File: config.mk
export PLATFORM = sky130hd
export DESIGN_NAME = aowr_top
export DESIGN_NICKNAME = d
export VERILOG_FILES = /design/src/common/aowr_pkg.sv /design/src/aowr_top.sv /design/src/aowr_encoder.sv
export SDC_FILE = /design/constraint.sdc
export NUM_CORES = 1
export LEC_CHECK = 0
export BUFFER_PORTS_ARGS = -buffer_cell sky130_fd_sc_hd__clkbuf_2
export CORE_MARGIN = 2
export CORE_UTILIZATION = 44
export CTS_BUF_LIST = sky130_fd_sc_hd__clkbuf_16
export DETAILED_ROUTE_END_ITERATION = 8
export GPL_TIMING_DRIVEN = 0
export PLACE_DENSITY_LB_ADDON = 0.08
export SETUP_SLACK_MARGIN = 0.4
export SYNTH_ARGS = -nofsm -noshare
export SYNTH_HDL_FRONTEND = slang
export SYNTH_HIERARCHICAL = 1
export SYNTH_SLANG_ARGS = --single-unit
File: constraint.sdc
create_clock -name core_clk -period 1.4 [get_ports core_clk]
set_input_delay 0.21 -clock core_clk [delete_from_list [all_inputs] [get_ports core_clk]]
set_output_delay 0.21 -clock core_clk [all_outputs]
set_load 0.01 [all_outputs]
File: src/common/aowr_pkg.sv
// Package for the converter output-word readout block.
// Assumes a single 40 MHz core clock and a plain strobe register port.
package aowr_pkg;

    // ------------------------------------------------------------------
    // Register offsets (byte addresses)
    // ------------------------------------------------------------------
    localparam logic [7:0] AOWR_ADDR_CTRL = 8'h00;
    localparam logic [7:0] AOWR_ADDR_STATUS = 8'h04;
    localparam logic [7:0] AOWR_ADDR_RESULT = 8'h08;
    localparam logic [7:0] AOWR_ADDR_IRQ_STAT = 8'h0C;
    localparam logic [7:0] AOWR_ADDR_IRQ_MASK = 8'h10;

    // ------------------------------------------------------------------
    // Field positions
    // ------------------------------------------------------------------
    localparam int AOWR_CTRL_ENABLE_BIT = 0;
    localparam int AOWR_CTRL_START_BIT = 1;
    localparam int AOWR_IRQ_DONE_BIT = 0;
    localparam int AOWR_IRQ_CLIP_BIT = 1;
    localparam int AOWR_STATUS_HOLD_BIT = 0;
    localparam int AOWR_STATUS_CLIP_BIT = 1;
    localparam int AOWR_STATUS_STATE_LSB = 2;

    // ------------------------------------------------------------------
    // Widths, codes and reset values
    // ------------------------------------------------------------------
    localparam int AOWR_CODE_W = 16;
    localparam int AOWR_RAW_W = 18;
    localparam int AOWR_IRQ_W = 2;
    localparam logic [15:0] AOWR_CODE_ZERO = 16'h0000;
    localparam logic [15:0] AOWR_CODE_FULL = 16'hFFFF;
    localparam logic [15:0] AOWR_CODE_MID = 16'h8000;
    localparam logic signed [17:0] AOWR_RAW_MIN = -18'sd32768;
    localparam logic signed [17:0] AOWR_RAW_MAX = 18'sd32767;
    localparam logic AOWR_CTRL_ENABLE_RST = 1'b1;
    localparam logic [1:0] AOWR_IRQ_MASK_RST = 2'h0;

    // ------------------------------------------------------------------
    // Conversion sequencer states (Gray along idle, hold, done)
    // ------------------------------------------------------------------
    typedef enum logic [1:0] {
        AOWR_ST_IDLE = 2'b00,
        AOWR_ST_HOLD = 2'b01,
        AOWR_ST_DONE = 2'b11
    } aowr_state_t;

endpackage

File: src/aowr_top.sv
// Output-word readout of a 16-bit sampling converter.
// Assumes the quantizer, the host pins and the register port share core_clk.
//
// Summary of operation
// Hold control high holds, low samples.
// Result coded as 16-bit offset binary.
// Below range gives zeros and clip.
// Above range gives ones and clip.
// Eight lines carry high or low byte.
// Host selects byte, waits strobe, then latches.
`timescale 1ns/1ps
module aowr_top
    import aowr_pkg::*;
(
    // Clock, reset and enable
    input wire logic core_clk,
    input wire logic rst_n,
    input wire logic clk_en,
    // Host converter pins
    input wire logic convert_cmd,
    input wire logic byte_sel_high,
    output logic [7:0] data_out,
    output logic data_strobe,
    output logic clip_out,
    output logic hold_ctrl,
    // Quantizer core
    input wire logic quant_valid,
    input wire logic signed [AOWR_RAW_W-1:0] quant_value,
    // Register port
    input wire logic [7:0] reg_addr,
    input wire logic [31:0] reg_wdata,
    input wire logic reg_write,
    input wire logic reg_read,
    output logic [31:0] reg_rdata,
    // Interrupt
    output logic irq
);

    // ------------------------------------------------------------------
    // State
    // ------------------------------------------------------------------
    aowr_state_t state_q, state_d;
    logic hold_q, hold_d;
    logic [AOWR_CODE_W-1:0] result_q, result_d;
    logic clip_q, clip_d;
    logic strobe_q, strobe_d;
    logic [7:0] data_q, data_d;
    logic enable_q, enable_d;
    logic [AOWR_IRQ_W-1:0] irq_stat_q, irq_stat_d;
    logic [AOWR_IRQ_W-1:0] irq_mask_q, irq_mask_d;
    logic irq_q, irq_d;
    logic [31:0] rdata_q, rdata_d;
    logic [AOWR_CODE_W-1:0] enc_code;
    logic enc_clip;
    logic sw_start;
    logic start_req;
    logic done_evt;
    logic [AOWR_IRQ_W-1:0] evt;
    logic [AOWR_IRQ_W-1:0] w1c;

    aowr_encoder u_encoder (
        .raw_value(quant_value),
        .code(enc_code),
        .clip(enc_clip)
    );

    // ------------------------------------------------------------------
    // Conversion sequencer
    // ------------------------------------------------------------------
    assign sw_start = reg_write && (reg_addr == AOWR_ADDR_CTRL)
        && reg_wdata[AOWR_CTRL_START_BIT];
    assign start_req = enable_q && (convert_cmd || sw_start);
    assign done_evt = (state_q == AOWR_ST_HOLD) && quant_valid;

    always_comb begin
        state_d = state_q;
        hold_d = hold_q;
        result_d = result_q;
        clip_d = clip_q;
        strobe_d = 1'b0;
        case (state_q)
            AOWR_ST_IDLE: begin
                // Requests while a conversion runs are ignored, not queued.
                if (start_req) begin
                    state_d = AOWR_ST_HOLD;
                    hold_d = 1'b1;
                end
            end
            AOWR_ST_HOLD: begin
                if (quant_valid) begin
                    state_d = AOWR_ST_DONE;
                    hold_d = 1'b0;
                    result_d = enc_code;
                    clip_d = enc_clip;
                end
            end
            AOWR_ST_DONE: begin
                // Strobe only once the word is stable in the result register.
                strobe_d = 1'b1;
                state_d = AOWR_ST_IDLE;
            end
            default: begin
                state_d = AOWR_ST_IDLE;
                hold_d = 1'b0;
            end
        endcase
    end

    // Result and clip move on one edge, so the host never sees a mixed pair.
    always_ff @(posedge core_clk or negedge rst_n) begin
        if (!rst_n) begin
            state_q <= AOWR_ST_IDLE;
            hold_q <= 1'b0;
            result_q <= AOWR_CODE_ZERO;
            clip_q <= 1'b0;
            strobe_q <= 1'b0;
        end else if (clk_en) begin
            state_q <= state_d;
            hold_q <= hold_d;
            result_q <= result_d;
            clip_q <= clip_d;
            strobe_q <= strobe_d;
        end
    end

    // ------------------------------------------------------------------
    // Byte-multiplexed output lines
    // ------------------------------------------------------------------
    always_comb begin
        // Line n shows the high byte when selected, else the low byte.
        if (byte_sel_high) begin
            data_d = result_q[15:8];
        end else begin
            data_d = result_q[7:0];
        end
    end

    // The lines lag the select by one cycle; the host must allow for it.
    always_ff @(posedge core_clk or negedge rst_n) begin
        if (!rst_n) begin
            data_q <= 8'h00;
        end else if (clk_en) begin
            data_q <= data_d;
        end
    end

    // ------------------------------------------------------------------
    // Registers and interrupt
    // ------------------------------------------------------------------
    assign evt = {done_evt && enc_clip, done_evt};
    assign w1c = (reg_write && (reg_addr == AOWR_ADDR_IRQ_STAT))
        ? reg_wdata[AOWR_IRQ_W-1:0] : '0;

    always_comb begin
        enable_d = enable_q;
        irq_mask_d = irq_mask_q;
        // A new event in the clearing cycle keeps its bit set.
        irq_stat_d = (irq_stat_q & ~w1c) | evt;
        if (reg_write) begin
            if (reg_addr == AOWR_ADDR_CTRL) begin
                enable_d = reg_wdata[AOWR_CTRL_ENABLE_BIT];
            end else if (reg_addr == AOWR_ADDR_IRQ_MASK) begin
                irq_mask_d = reg_wdata[AOWR_IRQ_W-1:0];
            end
        end
        // Built from the next status and mask, so a clear lowers irq on its edge.
        irq_d = |(irq_stat_d & irq_mask_d);
    end

    always_ff @(posedge core_clk or negedge rst_n) begin
        if (!rst_n) begin
            enable_q <= AOWR_CTRL_ENABLE_RST;
            irq_stat_q <= '0;
            irq_mask_q <= AOWR_IRQ_MASK_RST;
            irq_q <= 1'b0;
        end else if (clk_en) begin
            enable_q <= enable_d;
            irq_stat_q <= irq_stat_d;
            irq_mask_q <= irq_mask_d;
            irq_q <= irq_d;
        end
    end

    // ------------------------------------------------------------------
    // Read data
    // ------------------------------------------------------------------
    always_comb begin
        // Reads have no side effects, so software may poll status freely.
        rdata_d = 32'h0000_0000;
        if (reg_read) begin
            if (reg_addr == AOWR_ADDR_CTRL) begin
                rdata_d[AOWR_CTRL_ENABLE_BIT] = enable_q;
            end else if (reg_addr == AOWR_ADDR_STATUS) begin
                rdata_d[AOWR_STATUS_HOLD_BIT] = hold_q;
                rdata_d[AOWR_STATUS_CLIP_BIT] = clip_q;
                rdata_d[AOWR_STATUS_STATE_LSB +: 2] = state_q;
            end else if (reg_addr == AOWR_ADDR_RESULT) begin
                rdata_d[AOWR_CODE_W-1:0] = result_q;
            end else if (reg_addr == AOWR_ADDR_IRQ_STAT) begin
                rdata_d[AOWR_IRQ_W-1:0] = irq_stat_q;
            end else if (reg_addr == AOWR_ADDR_IRQ_MASK) begin
                rdata_d[AOWR_IRQ_W-1:0] = irq_mask_q;
            end
        end
    end

    always_ff @(posedge core_clk or negedge rst_n) begin
        if (!rst_n) begin
            rdata_q <= 32'h0000_0000;
        end else if (clk_en) begin
            rdata_q <= rdata_d;
        end
    end

    assign data_out = data_q;
    assign data_strobe = strobe_q;
    assign clip_out = clip_q;
    assign hold_ctrl = hold_q;
    assign reg_rdata = rdata_q;
    assign irq = irq_q;

endmodule

File: src/aowr_encoder.sv
// Saturating offset-binary encoder for one converter result.
// Assumes a signed two's-complement quantizer value in LSB units.
`timescale 1ns/1ps
module aowr_encoder
    import aowr_pkg::*;
(
    // Quantizer value
    input wire logic signed [AOWR_RAW_W-1:0] raw_value,
    // Encoded result
    output logic [AOWR_CODE_W-1:0] code,
    output logic clip
);

    // ------------------------------------------------------------------
    // Encoding
    // ------------------------------------------------------------------
    always_comb begin
        if (raw_value < AOWR_RAW_MIN) begin
            code = AOWR_CODE_ZERO;
            clip = 1'b1;
        end else if (raw_value > AOWR_RAW_MAX) begin
            code = AOWR_CODE_FULL;
            clip = 1'b1;
        end else begin
            // Flipping the sign bit maps two's complement onto offset binary.
            code = raw_value[AOWR_CODE_W-1:0] ^ AOWR_CODE_MID;
            clip = 1'b0;
        end
    end

endmodule

==> impl_results.md <==
* Status: complete, but fails checks
* Failing checks: hold timing
* Die width at 83.1 um
* Max VDD drop at a little over 0.8 mV
* DRC at 0
* Post-synth EDFFs at 0
* Period minus WS final at 1.37 ns
* GPL Wtd Cong at 0.794
* Iteration-0 DRC Markers at 132
* Antenna Nets Post-Route at 0
* Final WS setup at 0.0271 ns
* WP data required at 1.55 ns
* Startpoint type of the worst setup path: input port
* # setup viols final at 0
* Critical path class: in2reg
* I/O pins at 110
* Post-layout net count at 498
* GR Overflow Total at 0
* Cells taking the most area after synthesis: dfrtp_1 (45%), nand2_1 (7.8%), buf_4 (4.9%), mux2i_1 (4.0%), a22o_1 (3.8%)
* Core area at 5990 sq um
* H-tree levels at 2
* Latest clock arrival within the worst-skew pair at 0.28 ns
* Die ar. at 6900 sq um
* Final core occ at 68.5%
* Max_cap viols at 0
* Yosys top cell area share at approximately 45%
* Cts hold-fix bufs at 0
* Antenna violations before repair at 0
* CTS tree: yes
* IO buf count at 59
* Fin area at ~4000 sq um
* DP Wirelength at 4890 um
* Min Hold Slack at -0.0133 ns
* Total vias in the final route at 2,660
* Max-slew headroom at between 50% and 60%
* Largest net degree at the start of global routing at 52
* Total power at 4460 uW
* Synth Cell Area at 2750 sq um
* Cells after synthesis at 297
* Root Buffer: clkbuf_16
* Count of cell types in the netlist at 50
* First-pass GRT wire length at roughly 12,000 um
* Worst-Margin Slew at between 0.6 and 0.7 ns
* RSZ-0062 raised after global routing: yes
* Fillcell total at between 400 and 500
* CTS Sinks at 51
* Routed len/inst at 15.0 um
* Routed WL at 7580 um
* Starting density of the core at a little under half
* Max-slew violation count at 0
* Crit-path max FO at 4
* Cell accounting for the most synthesized area: dfrtp_1
* Register area at between 1000 and 1500 sq um
* Final Hold Viols at 7
* Crit path capture type: flop
* Asr flop ratio synth at 100%
* Area occupied by multi-input gates at 1440 sq um
* Fmax at 0.728 GHz
* Period utilisation layout at 98.1%
* TritonRoute pass-1 iters at 4
* Vias in the first global route at ~2.5k
* Placed inst area at 3300 sq um
* Post-Syn Area per Cell at ~9.3 sq um
* Pwr/cell area at 1090 nW/um^2
* Via density at 5.26
* Most frequent cell after synthesis: nand2_1
* Crit path DAT at 1.52 ns
* Worst-path clk slew at 0.06 ns
* Total track usage at 21.9%
* Layout area overhead at 49.2%
* DIE HEIGHT at 83.1 um
* Row cnt at 28
* ANT cells at 0
* Place WS at -0.278 ns
* Fraction of layout cells with a size suffix above 1 at 44.5%
* Commonest cells in the netlist: nand2_1 (57), dfrtp_1 (50), nor2_1 (26)
* Yosys reg bits at ~50
* Leakage power at ~0.0022 uW
* Post-synthesis sequential area ratio at ~46%
* Clk buf depth at 2
* HP Class: in2async
* Num CTS Buffers at 5
* Yosys warns at 6
* Main synth FF type: dfrtp_1
* Setup Skew at 0.00348 ns
[placed cells by master, fill, tap and decap left out, drive strengths merged, types with 11 or more instances in the layout]
cell type	instances
clkbuf	42
conb	16
mux2i	11
dfrtp	50
buf	111
nand2	57
a21boi	15
o22ai	15
nor2	26
a22o	12
a21oi	12
[cell families (layout without fill, tap and decap cells)]
family / Yosys count / count (layout) / synth area share (%)
other cells: 1 / 16 / 0.136
simple gates: 111 / 111 / 18.9
flops: 51 / 51 / 46.5
buf+inv: 45 / 164 / 10.1
mux: 13 / 13 / 4.82
compound gates: 76 / 76 / 19.6
[per-layer routing]
layer  global-route usage (%)  wire length [um]
met2                     35.5              3580
met3                     3.48               429
met5                        0                 0
met4                     7.30               126
met1                     30.0              3440
[state kept, by name, indices dropped and copies added, names as in the netlist]
register and count:
clip_out 1, data_out 8, data_strobe 1, enable_q 1, hold_ctrl 1, irq 1
irq_mask_q 2, irq_stat_q 2, reg_rdata 16, result_q 16, state_q 2
[report_power, final]
part	total, uW	switching [uW]	leakage, uW	internal (uW)
registers	2080	278	0.000668	1800
logic	1240	613	0.00143	625
clock network	1150	507	0.0000618	643
[worst max-delay path, cell delays in order]
cell and delay (ns):
buf_8 0.10, buf_6 0.10, buf_6 0.11, nor4_4 0.34, nand4_1 0.18, a32oi_1 0.34
o21ai_1 0.14
[path summary, 6_finish.rpt]
check | from | endpoint | slack (ns) | cells past startpoint
worst max-delay path | reg_addr[5] | irq_stat_q[1] | 0.03 | 7
worst min-delay path | rst_n | reg_rdata[0] | -0.01 | 1
worst max register to register | state_q[1] | result_q[12] | 0.03 | 6
worst min register to register | result_q[15] | result_q[15] | 0.51 | 2
max in group asynchronous | rst_n | result_q[14] | 0.96 | 1
min in group core_clk | reg_wdata[0] | enable_q | 0.23 | 2
[cell type report]
type	count	share of cell area [%]
multi-input combinational	216	35.0
timing repair buffer	113	20.0
inverter	10	0.915
clock inverter	1	0.183
tap	75	2.29
clock buffer	5	3.05
buffer	35	7.38
sequential	51	31.1
[repair_timing]
| action | CTS | global route |
|---|---|---|
| buffers inserted | 37 | 14 |
| gates cloned | 2 | 1 |
| endpoints found under the setup margin | 118 | 70 |
| pin swaps | 19 | 28 |
| resized for setup | 22 | 69 |
[metrics by stage]
step,setup TNS (ns),std cells
after floorplan,0,312
after global placement,-4.82,446
after CTS,0,491
after global routing,-0.205,506
after detailed placement,-4.94,446
final,0,506
No activity file was read; power rests on OpenSTA's default activity.
